$ cat src/plr_pkg.sv
// Package for the second-loop pump, lock and filter register slice.
// Assumes a 20 MHz aclk and AXI4-Lite register access.
package plr_pkg;

  // Register indices as printed; byte address is four times the index
  localparam logic [11:0] PLR_IDX_PUMP_CTRL = 12'h169;
  localparam logic [11:0] PLR_IDX_LOCK_HIGH = 12'h16A;
  localparam logic [11:0] PLR_IDX_LOCK_LOW = 12'h16B;
  localparam logic [11:0] PLR_IDX_FILTER_RES = 12'h16C;
  localparam logic [11:0] PLR_IDX_IRQ_STATUS = 12'h170;
  localparam logic [11:0] PLR_IDX_IRQ_MASK = 12'h171;
  localparam logic [11:0] PLR_IDX_LOCK_STATE = 12'h172;

  // Field positions
  localparam int PLR_POS_WINDOW = 5;
  localparam int PLR_POS_GAIN = 3;
  localparam int PLR_POS_POLARITY = 2;
  localparam int PLR_POS_FLOAT = 1;
  localparam int PLR_POS_FIXED = 0;
  localparam int PLR_POS_REQ_EN = 6;
  localparam int PLR_POS_RES_FOUR = 3;
  localparam int PLR_POS_RES_THREE = 0;

  // Write masks of the writable bits
  localparam logic [7:0] PLR_MASK_PUMP_CTRL = 8'h7F;
  localparam logic [7:0] PLR_MASK_LOCK_HIGH = 8'h7F;
  localparam logic [7:0] PLR_MASK_LOCK_LOW = 8'hFF;
  localparam logic [7:0] PLR_MASK_FILTER_RES = 8'h3F;
  localparam logic [7:0] PLR_MASK_IRQ = 8'h07;

  // Reset values
  localparam logic [7:0] PLR_RST_PUMP_CTRL = 8'h59;
  localparam logic [7:0] PLR_RST_LOCK_HIGH = 8'h20;
  localparam logic [7:0] PLR_RST_LOCK_LOW = 8'h00;
  localparam logic [7:0] PLR_RST_FILTER_RES = 8'h00;
  localparam logic [7:0] PLR_RST_IRQ_MASK = 8'h00;

  // Frame-reference source codes
  localparam logic [1:0] PLR_SRC_PULSER = 2'h2;
  localparam logic [1:0] PLR_SRC_CONTINUOUS = 2'h3;

  // Status bit positions
  localparam int PLR_IRQ_LOCKED = 0;
  localparam int PLR_IRQ_UNLOCKED = 1;
  localparam int PLR_IRQ_REQUEST = 2;

  // Pin input synchroniser depth
  localparam int PLR_SYNC_STAGES = 3;

  localparam logic [1:0] PLR_RESP_OKAY = 2'h0;
  localparam logic [1:0] PLR_RESP_SLVERR = 2'h2;

  typedef struct packed {
    logic [1:0] window_width;
    logic [1:0] pump_gain;
    logic pump_polarity;
    logic pump_float;
  } plr_pump_type;

  typedef struct packed {
    logic [2:0] filter_res_four;
    logic [2:0] filter_res_three;
  } plr_filter_type;

  function automatic logic [11:0] plr_index(input logic [13:0] byte_addr);
    plr_index = byte_addr[13:2];
  endfunction

endpackage

$ cat src/plr_pin_sync.sv
// Three-stage synchroniser for one pin input with agreement filter.
// Assumes the pin is asynchronous to aclk.
`timescale 1ns/100ps
module plr_pin_sync
  import plr_pkg::*;
(
  input wire logic aclk,
  input wire logic aresetn,
  input wire logic pin_in,
  output logic level_q
);

  logic [PLR_SYNC_STAGES-1:0] stage_q;

  always_ff @(posedge aclk) begin
    if (!aresetn) begin
      stage_q <= '0;
    end else begin
      stage_q <= {stage_q[PLR_SYNC_STAGES-2:0], pin_in};
    end
  end

  // Change counts once stages two and three agree
  always_ff @(posedge aclk) begin
    if (!aresetn) begin
      level_q <= 1'b0;
    end else if (stage_q[1] == stage_q[2]) begin
      level_q <= stage_q[2];
    end
  end

endmodule // plr_pin_sync

$ cat src/plr_lock_detect.sv
// Digital lock qualifier for the second loop.
// Assumes one compare strobe per reference/feedback comparison, on aclk.
`timescale 1ns/100ps
module plr_lock_detect
  import plr_pkg::*;
(
  input wire logic aclk,
  input wire logic aresetn,
  input wire logic compare_strobe,
  input wire logic in_window,
  input wire logic [13:0] qualify_count,
  output logic locked_q,
  output logic [13:0] count_q
);

  always_ff @(posedge aclk) begin
    if (!aresetn) begin
      count_q <= 14'h0000;
    end else if (compare_strobe) begin
      if (!in_window) begin
        count_q <= 14'h0000;
      end else if (count_q != 14'h3FFF) begin
        count_q <= count_q + 14'h0001; // [RULE10]
      end
    end
  end

  // Zero count is invalid and never qualifies
  always_ff @(posedge aclk) begin
    if (!aresetn) begin
      locked_q <= 1'b0;
    end else if (compare_strobe) begin
      // Widened compare so a saturated count still qualifies
      locked_q <= in_window && (qualify_count != 14'h0000) &&
                  (({1'b0, count_q} + 15'h0001) >= {1'b0, qualify_count}); // [RULE6]
    end
  end

endmodule // plr_lock_detect

$ cat src/plr_regs.sv
// Notes on behaviour
// RULE1 - Polarity bit: 0 negative-slope oscillator, 1 positive-slope; defaults to 0.
// RULE2 - Float bit 1 puts the pump output in high impedance; defaults to 0.
// RULE3 - Software always writes 1 to pump control bit 0; resets to 1.
// RULE4 - With request enable set, the sync pin forces source select to 3.
// RULE5 - Software enables the pulser and programs source select 2 first.
// RULE6 - Lock asserts after the error stays in window for the qualify count.
// RULE7 - Qualify count is 14 bits, high six then low eight; zero invalid.
// RULE8 - Resistor four field bits 5:3, codes 0..4 valid, default 0.
// RULE9 - Resistor three field bits 2:0, same encoding, default 0.
// RULE10 - Each in-window comparison increments the lock counter; the counter here stops at 14'h3FFF.
// RULE11 - Software programs window width code 2 only.
// RULE12 - Software avoids reserved codes, zero count and set reserved bits.
//
// Register slice for the second loop: pump control, lock qualifier, filter.
// Assumes an AXI4-Lite master on aclk and an asynchronous sync request pin.
`timescale 1ns/100ps
module plr_regs
  import plr_pkg::*;
(
  input wire logic aclk,
  input wire logic aresetn,
  input wire logic [13:0] s_axi_awaddr,
  input wire logic s_axi_awvalid,
  output logic s_axi_awready,
  input wire logic [31:0] s_axi_wdata,
  input wire logic [3:0] s_axi_wstrb,
  input wire logic s_axi_wvalid,
  output logic s_axi_wready,
  output logic [1:0] s_axi_bresp,
  output logic s_axi_bvalid,
  input wire logic s_axi_bready,
  input wire logic [13:0] s_axi_araddr,
  input wire logic s_axi_arvalid,
  output logic s_axi_arready,
  output logic [31:0] s_axi_rdata,
  output logic [1:0] s_axi_rresp,
  output logic s_axi_rvalid,
  input wire logic s_axi_rready,
  input wire logic sync_request_pin,
  input wire logic [1:0] frame_ref_source_sw,
  input wire logic compare_strobe,
  input wire logic phase_in_window,
  output logic [1:0] frame_ref_source_select,
  output plr_pump_type pump_cfg,
  output plr_filter_type filter_cfg,
  output logic [13:0] lock_qualify_count,
  output logic lock_detect,
  output logic irq
);

  ////////////////////////////////////////////////////////////////////////////
  // Register state

  logic [7:0] pump_ctrl_q;
  logic [7:0] lock_high_q;
  logic [7:0] lock_low_q;
  logic [7:0] filter_res_q;
  logic [7:0] irq_status_q;
  logic [7:0] irq_mask_q;
  logic [13:0] aw_addr_q;
  logic aw_held_q;
  logic [31:0] w_data_q;
  logic [3:0] w_strb_q;
  logic w_held_q;
  logic [7:0] irq_set_d;
  logic status_read_q;
  logic request_level;
  logic request_prev_q;
  logic locked;
  logic locked_prev_q;
  logic wr_fire;
  logic rd_fire;
  logic [11:0] wr_index;
  logic [11:0] rd_index;
  logic wr_hit;
  logic [7:0] wr_byte;
  logic [7:0] rd_byte;
  logic rd_hit;

  ////////////////////////////////////////////////////////////////////////////
  // Submodules

  plr_pin_sync u_sync (
    .aclk(aclk),
    .aresetn(aresetn),
    .pin_in(sync_request_pin),
    .level_q(request_level)
  );

  // Running count stays inside the qualifier
  plr_lock_detect u_lock (
    .aclk(aclk),
    .aresetn(aresetn),
    .compare_strobe(compare_strobe),
    .in_window(phase_in_window),
    .qualify_count({lock_high_q[5:0], lock_low_q}), // [RULE7]
    .locked_q(locked),
    .count_q()
  );

  ////////////////////////////////////////////////////////////////////////////
  // Write channel

  assign wr_fire = aw_held_q && w_held_q && !s_axi_bvalid;
  assign wr_index = plr_index(aw_addr_q);
  assign wr_byte = w_data_q[7:0];
  assign wr_hit = (wr_index == PLR_IDX_PUMP_CTRL) || (wr_index == PLR_IDX_LOCK_HIGH) ||
                  (wr_index == PLR_IDX_LOCK_LOW) || (wr_index == PLR_IDX_FILTER_RES) ||
                  (wr_index == PLR_IDX_IRQ_MASK);

  always_ff @(posedge aclk) begin
    if (!aresetn) begin
      aw_held_q <= 1'b0;
      aw_addr_q <= 14'h0000;
    end else if (s_axi_awvalid && s_axi_awready) begin
      aw_held_q <= 1'b1;
      aw_addr_q <= s_axi_awaddr;
    end else if (wr_fire) begin
      aw_held_q <= 1'b0;
    end
  end

  always_ff @(posedge aclk) begin
    if (!aresetn) begin
      w_held_q <= 1'b0;
      w_data_q <= 32'h00000000;
      w_strb_q <= 4'h0;
    end else if (s_axi_wvalid && s_axi_wready) begin
      w_held_q <= 1'b1;
      w_data_q <= s_axi_wdata;
      w_strb_q <= s_axi_wstrb;
    end else if (wr_fire) begin
      w_held_q <= 1'b0;
    end
  end

  always_ff @(posedge aclk) begin
    if (!aresetn) begin
      s_axi_awready <= 1'b1;
    end else if (s_axi_awvalid && s_axi_awready) begin
      s_axi_awready <= 1'b0;
    end else if (s_axi_bvalid && s_axi_bready) begin
      s_axi_awready <= 1'b1;
    end
  end

  always_ff @(posedge aclk) begin
    if (!aresetn) begin
      s_axi_wready <= 1'b1;
    end else if (s_axi_wvalid && s_axi_wready) begin
      s_axi_wready <= 1'b0;
    end else if (s_axi_bvalid && s_axi_bready) begin
      s_axi_wready <= 1'b1;
    end
  end

  always_ff @(posedge aclk) begin
    if (!aresetn) begin
      s_axi_bvalid <= 1'b0;
      s_axi_bresp <= PLR_RESP_OKAY;
    end else if (wr_fire) begin
      s_axi_bvalid <= 1'b1;
      s_axi_bresp <= wr_hit ? PLR_RESP_OKAY : PLR_RESP_SLVERR;
    end else if (s_axi_bready) begin
      s_axi_bvalid <= 1'b0;
    end
  end

  ////////////////////////////////////////////////////////////////////////////
  // Configuration registers

  // Fixed bit 0 is kept by hardware; software is expected to write 1
  always_ff @(posedge aclk) begin
    if (!aresetn) begin
      pump_ctrl_q <= PLR_RST_PUMP_CTRL; // [RULE1] [RULE2] [RULE3]
    end else if (wr_fire && w_strb_q[0] && wr_index == PLR_IDX_PUMP_CTRL) begin
      pump_ctrl_q <= (wr_byte & PLR_MASK_PUMP_CTRL & 8'hFE) | 8'h01; // [RULE3]
    end
  end

  always_ff @(posedge aclk) begin
    if (!aresetn) begin
      lock_high_q <= PLR_RST_LOCK_HIGH;
    end else if (wr_fire && w_strb_q[0] && wr_index == PLR_IDX_LOCK_HIGH) begin
      lock_high_q <= wr_byte & PLR_MASK_LOCK_HIGH; // [RULE7]
    end
  end

  always_ff @(posedge aclk) begin
    if (!aresetn) begin
      lock_low_q <= PLR_RST_LOCK_LOW;
    end else if (wr_fire && w_strb_q[0] && wr_index == PLR_IDX_LOCK_LOW) begin
      lock_low_q <= wr_byte & PLR_MASK_LOCK_LOW; // [RULE7]
    end
  end

  always_ff @(posedge aclk) begin
    if (!aresetn) begin
      filter_res_q <= PLR_RST_FILTER_RES; // [RULE8] [RULE9]
    end else if (wr_fire && w_strb_q[0] && wr_index == PLR_IDX_FILTER_RES) begin
      filter_res_q <= wr_byte & PLR_MASK_FILTER_RES; // [RULE8] [RULE9]
    end
  end

  always_ff @(posedge aclk) begin
    if (!aresetn) begin
      irq_mask_q <= PLR_RST_IRQ_MASK;
    end else if (wr_fire && w_strb_q[0] && wr_index == PLR_IDX_IRQ_MASK) begin
      irq_mask_q <= wr_byte & PLR_MASK_IRQ;
    end
  end

  ////////////////////////////////////////////////////////////////////////////
  // Outputs driven from registers

  always_ff @(posedge aclk) begin
    if (!aresetn) begin
      pump_cfg <= '0;
      filter_cfg <= '0;
      lock_qualify_count <= 14'h0000;
    end else begin
      pump_cfg.window_width <= pump_ctrl_q[PLR_POS_WINDOW +: 2];
      pump_cfg.pump_gain <= pump_ctrl_q[PLR_POS_GAIN +: 2];
      pump_cfg.pump_polarity <= pump_ctrl_q[PLR_POS_POLARITY]; // [RULE1]
      pump_cfg.pump_float <= pump_ctrl_q[PLR_POS_FLOAT]; // [RULE2]
      filter_cfg.filter_res_four <= filter_res_q[PLR_POS_RES_FOUR +: 3]; // [RULE8]
      filter_cfg.filter_res_three <= filter_res_q[PLR_POS_RES_THREE +: 3]; // [RULE9]
      lock_qualify_count <= {lock_high_q[5:0], lock_low_q}; // [RULE7]
    end
  end

  always_ff @(posedge aclk) begin
    if (!aresetn) begin
      frame_ref_source_select <= 2'h0;
    end else if (lock_high_q[PLR_POS_REQ_EN] && request_level) begin
      frame_ref_source_select <= PLR_SRC_CONTINUOUS; // [RULE4]
    end else begin
      frame_ref_source_select <= frame_ref_source_sw;
    end
  end

  always_ff @(posedge aclk) begin
    if (!aresetn) begin
      lock_detect <= 1'b0;
    end else begin
      lock_detect <= locked; // [RULE6]
    end
  end

  ////////////////////////////////////////////////////////////////////////////
  // Interrupt status; a set in the clearing cycle wins

  always_ff @(posedge aclk) begin
    if (!aresetn) begin
      locked_prev_q <= 1'b0;
      request_prev_q <= 1'b0;
    end else begin
      locked_prev_q <= locked;
      request_prev_q <= request_level;
    end
  end

  always_comb begin
    irq_set_d = 8'h00;
    irq_set_d[PLR_IRQ_LOCKED] = locked && !locked_prev_q;
    irq_set_d[PLR_IRQ_UNLOCKED] = !locked && locked_prev_q;
    irq_set_d[PLR_IRQ_REQUEST] = request_level && !request_prev_q && lock_high_q[PLR_POS_REQ_EN];
  end

  always_ff @(posedge aclk) begin
    if (!aresetn) begin
      irq_status_q <= 8'h00;
    end else if (status_read_q) begin
      irq_status_q <= irq_set_d;
    end else begin
      irq_status_q <= irq_status_q | irq_set_d;
    end
  end

  always_ff @(posedge aclk) begin
    if (!aresetn) begin
      irq <= 1'b0;
    end else begin
      irq <= |(irq_status_q & irq_mask_q);
    end
  end

  ////////////////////////////////////////////////////////////////////////////
  // Read channel

  assign rd_fire = s_axi_arvalid && s_axi_arready;
  assign rd_index = plr_index(s_axi_araddr);

  always_comb begin
    rd_byte = 8'h00;
    rd_hit = 1'b1;
    unique case (rd_index)
      PLR_IDX_PUMP_CTRL: rd_byte = pump_ctrl_q;
      PLR_IDX_LOCK_HIGH: rd_byte = lock_high_q;
      PLR_IDX_LOCK_LOW: rd_byte = lock_low_q;
      PLR_IDX_FILTER_RES: rd_byte = filter_res_q;
      PLR_IDX_IRQ_STATUS: rd_byte = irq_status_q;
      PLR_IDX_IRQ_MASK: rd_byte = irq_mask_q;
      PLR_IDX_LOCK_STATE: rd_byte = {7'h00, locked};
      default: rd_hit = 1'b0;
    endcase
  end

  always_ff @(posedge aclk) begin
    if (!aresetn) begin
      status_read_q <= 1'b0;
    end else begin
      status_read_q <= rd_fire && (rd_index == PLR_IDX_IRQ_STATUS);
    end
  end

  always_ff @(posedge aclk) begin
    if (!aresetn) begin
      s_axi_arready <= 1'b1;
    end else if (rd_fire) begin
      s_axi_arready <= 1'b0;
    end else if (s_axi_rvalid && s_axi_rready) begin
      s_axi_arready <= 1'b1;
    end
  end

  always_ff @(posedge aclk) begin
    if (!aresetn) begin
      s_axi_rvalid <= 1'b0;
      s_axi_rdata <= 32'h00000000;
      s_axi_rresp <= PLR_RESP_OKAY;
    end else if (rd_fire) begin
      s_axi_rvalid <= 1'b1;
      s_axi_rdata <= {24'h000000, rd_byte};
      s_axi_rresp <= rd_hit ? PLR_RESP_OKAY : PLR_RESP_SLVERR;
    end else if (s_axi_rready) begin
      s_axi_rvalid <= 1'b0;
    end
  end

endmodule // plr_regs

$ cat config.mk
export PLATFORM = sky130hd
export DESIGN_NAME = plr_regs
export DESIGN_NICKNAME = d
export VERILOG_FILES = /design/src/plr_pkg.sv /design/src/plr_pin_sync.sv /design/src/plr_lock_detect.sv /design/src/plr_regs.sv
export SDC_FILE = /design/constraint.sdc
export NUM_CORES = 1
export LEC_CHECK = 0
export BUFFER_PORTS_ARGS = -buffer_cell sky130_fd_sc_hd__buf_2
export CAP_MARGIN = 0
export CORE_MARGIN = 2
export CORE_UTILIZATION = 56
export CTS_BUF_LIST = sky130_fd_sc_hd__clkbuf_16
export CTS_CLUSTER_DIAMETER = 200
export DETAILED_ROUTE_END_ITERATION = 8
export GPL_ROUTABILITY_DRIVEN = 0
export PLACE_DENSITY = 0.83
export RECOVER_POWER = 25
export SYNTH_ARGS = -nofsm -noshare
export SYNTH_HDL_FRONTEND = slang
export SYNTH_SLANG_ARGS = --single-unit
export TNS_END_PERCENT = 100
$ cat constraint.sdc
create_clock -name aclk -period 4 [get_ports aclk]
set_input_delay 0.2 -clock aclk [delete_from_list [all_inputs] [get_ports aclk]]
set_output_delay 0.2 -clock aclk [all_outputs]
set_load 0.01 [all_outputs]
==> flow_summary.toml <==
[cells_and_area]
layout-drive-gt1-share = 0.189
n_antenna_cell = 0
layout_common_cells = "dfxtp_1, nand2_1, buf_2"
nets = 802
fill_cells = 717
mostFrequentLayoutCell = "dfxtp_1"
area.growth.synth_to_final_pct = 18.8

[sta]
setup_viol = 0
period_needed_ns = 3.04
clock_skew_ns = 0.0101
finalCritPeriodShare = 0.760
final.setup.tns_ns = 0
rsz0062_at_grt = "no"
max_slew_margin = -0.565
final_max_slew_viol_count = 59
max_freq_mhz = 329
worst_slew_pin_slew_ns = 2.35
hold_violations = 0
worst_slack_ns = 0.961

[drt]
wl_per_cell_um = 15.4
dr.pass1.iters = 6
first_iter_violations = 339
postRouteAntennaNets = 0
vias = 4807
drc = 0
via_per_inst = 5.64
wirelength_um = 13200

[logic_synthesis]
avgSynthCellArea_sq_um = 8.59
ys_warn_count = 0
synth_top_area_frac = 0.453
ys_async_sr_fraction = 0
ys_seq_area_frac = 0.453
ys_seq_elements = 122
postSynthCellCount = 628
synthFlopType = "dfxtp_1"
synth_area_sq_um = 5400
synth_largest_area_cell = "dfxtp_1"
yosys.cell_types.count = 69
synthTopCellsByArea = "dfxtp_1, nand2_1, o21ai_0"
synth_edf_count = 0

[clock_tree]
hold_buffers = 2
ctsLongestPathBuffers = 2
h-tree-depth = 4
cts.clk_slew.worst_paths_ns = 0.06
cts_tree = "built"
cts_root_buf = "clkbuf_16"
cts_setup_buffers = 0
cts_made_buffers = 17
cts_resized = 0
clk_latency_ns = 0.41
cts_sinks = 122

[die]
num_rows = 35
dieWidth_um = 102
design.die.area_sq_um = 10400
core_sq_um = 9280
die_y_um = 102
io_pins = 147
start_util = 0.581

[placed_design]
dp_slack_ns = 1.07
dp_hpwl_um = 9230
port-buffer-count = 89

[global_route]
antenna_found_initial = 0
grt_start_max_net_pins = 59
overflow = 0
grt_first_pass_wirelength_um = 21400
gr-usage-all-layers = 0.265
grt_pass1_vias = 4514

[power_and_ir_drop]
p_sw_frac = 0.237
p_comb_frac = 0.058
p_clk_frac = 0.508
power.switching_mw = 0.689
p_int_mw = 2.22
ir_drop_uv = 280
seq_power_share = 0.434
p_per_area_nw_per_um2 = 453
leakagePower_nw = 2.58

[job]
maxCapViolations = 1

[worst_setup_path]
crit_fanout = 7
endpoint_kind = "register"
setup.worst_path.class = "reg2reg"
start_kind = "register"
cp.arrival_ns = 3.32
required_ns = 4.29

[status]
violations = "capacitance limit, slew limit"
outcome = "complete, but fails checks"

[min_path]
hold_path_class = "in2reg"
==> routing by layer <==
layer / global-route usage / vias up / part of all wire
li1: - / 2312 / -
met1: 0.348 / 2197 / 0.43
met2: 0.410 / 258 / 0.46
met3: 0.0739 / 40 / 0.092
met4: 0.118 / 0 / 0.024
met5: 0 / - / 0
==> logic make-up (layout without fill, tap and decap cells) <==
| kind of cell | after synthesis | count (layout) | synth area share |
|---|---|---|---|
| compound gates | 148 | 148 | 0.174 |
| other cells | 1 | 26 | 0.000695 |
| mux | 9 | 9 | 0.0179 |
| flops | 122 | 122 | 0.453 |
| fa+ha+maj | 15 | 15 | 0.0348 |
| simple gates | 241 | 241 | 0.227 |
| buf+inv | 80 | 151 | 0.0744 |
| xor+xnor | 12 | 12 | 0.0195 |
==> synth_stat cells, types with 8 or more instances <==
cell,number
dfxtp_1,122
nand2_1,100
nor2_1,46
o21ai_0,46
a21oi_1,44
buf_4,26
clkbuf_1,26
inv_1,23
and2_1,20
ha_1,15
nand3_1,14
a22oi_1,9
nor3_1,8
==> sequential cells by signal, summed over array words and instances (netlist names), 6 cells and up <==
name and count:
s_axi_rdata 8, lock_high_q 7, pump_ctrl_q 6, aw_addr_q 12, lock_qualify_count 14, w_data_q 8, filter_cfg 6, filter_res_q 6
pump_cfg 6, u_lock.count_q 14, lock_low_q 8
==> worst paths after layout <==
kind | start | end | slack [ns] | cells past startpoint
max | u_lock.count_q[0]$_SDFFE_PN0P_ | u_lock.locked_q$_SDFFE_PN0P_ | 0.96 | 11
min | s_axi_awaddr[7] | aw_addr_q[7]$_SDFFE_PN0P_ | 0.03 | 3
max reg2reg | u_lock.count_q[0]$_SDFFE_PN0P_ | u_lock.locked_q$_SDFFE_PN0P_ | 0.96 | 11
min reg2reg | u_sync.stage_q[0]$_SDFF_PN0_ | u_sync.stage_q[1]$_SDFF_PN0_ | 0.43 | 1
==> area by class of cell <==
| type | count | area [sq um] | area share |
|---|---|---|---|
| tap | 129 | 161 | 0.0252 |
| clock buffer | 17 | 425 | 0.0664 |
| timing repair buffer | 95 | 493 | 0.0769 |
| multi-input combinational | 451 | 2650 | 0.413 |
| clock inverter | 15 | 151 | 0.0236 |
| inverter | 24 | 90.1 | 0.0141 |
| sequential | 122 | 2440 | 0.381 |
==> power by group through the flow <==
stage | Clock (mW) | Sequential [mW] | Combinational (mW)
finish | 1.48 | 1.26 | 0.169
global route | 1.53 | 1.27 | 0.188
CTS | 1.49 | 1.26 | 0.166
detailed placement | 0 | 1.29 | 0.163
global placement | 0 | 1.29 | 0.159
floorplan | 0 | 1.29 | 0.121
==> worst max-delay path, cell delays in order (launching register included) <==
cell and delay [ns]:
dfxtp_1 0.42, ha_1 0.30, nand3_4 0.14, or2_2 0.37, nor2_1 0.14, xor2_1 0.21, ha_1 0.28, a211oi_1 0.24
nor2_1 0.07, a2111oi_0 0.47, o2111a_1 0.24, a21oi_1 0.04
==> stage by stage <==
step / util / power, mW / hold slack, ns / area [sq um] / cells
floorplan: - / 1.41 / 0.324 / 5490 / 653
global placement: 0.626 / 1.44 / 0.409 / 5810 / 818
detailed placement: 0.626 / 1.45 / 0.414 / 5810 / 818
CTS: 0.690 / 2.91 / 0.000819 / 6400 / 852
global route: 0.690 / 2.99 / 0.0304 / 6410 / 853
finish: 0.690 / 2.91 / 0.0253 / 6410 / 853
Note: power is estimated with default switching activity, not from simulation.
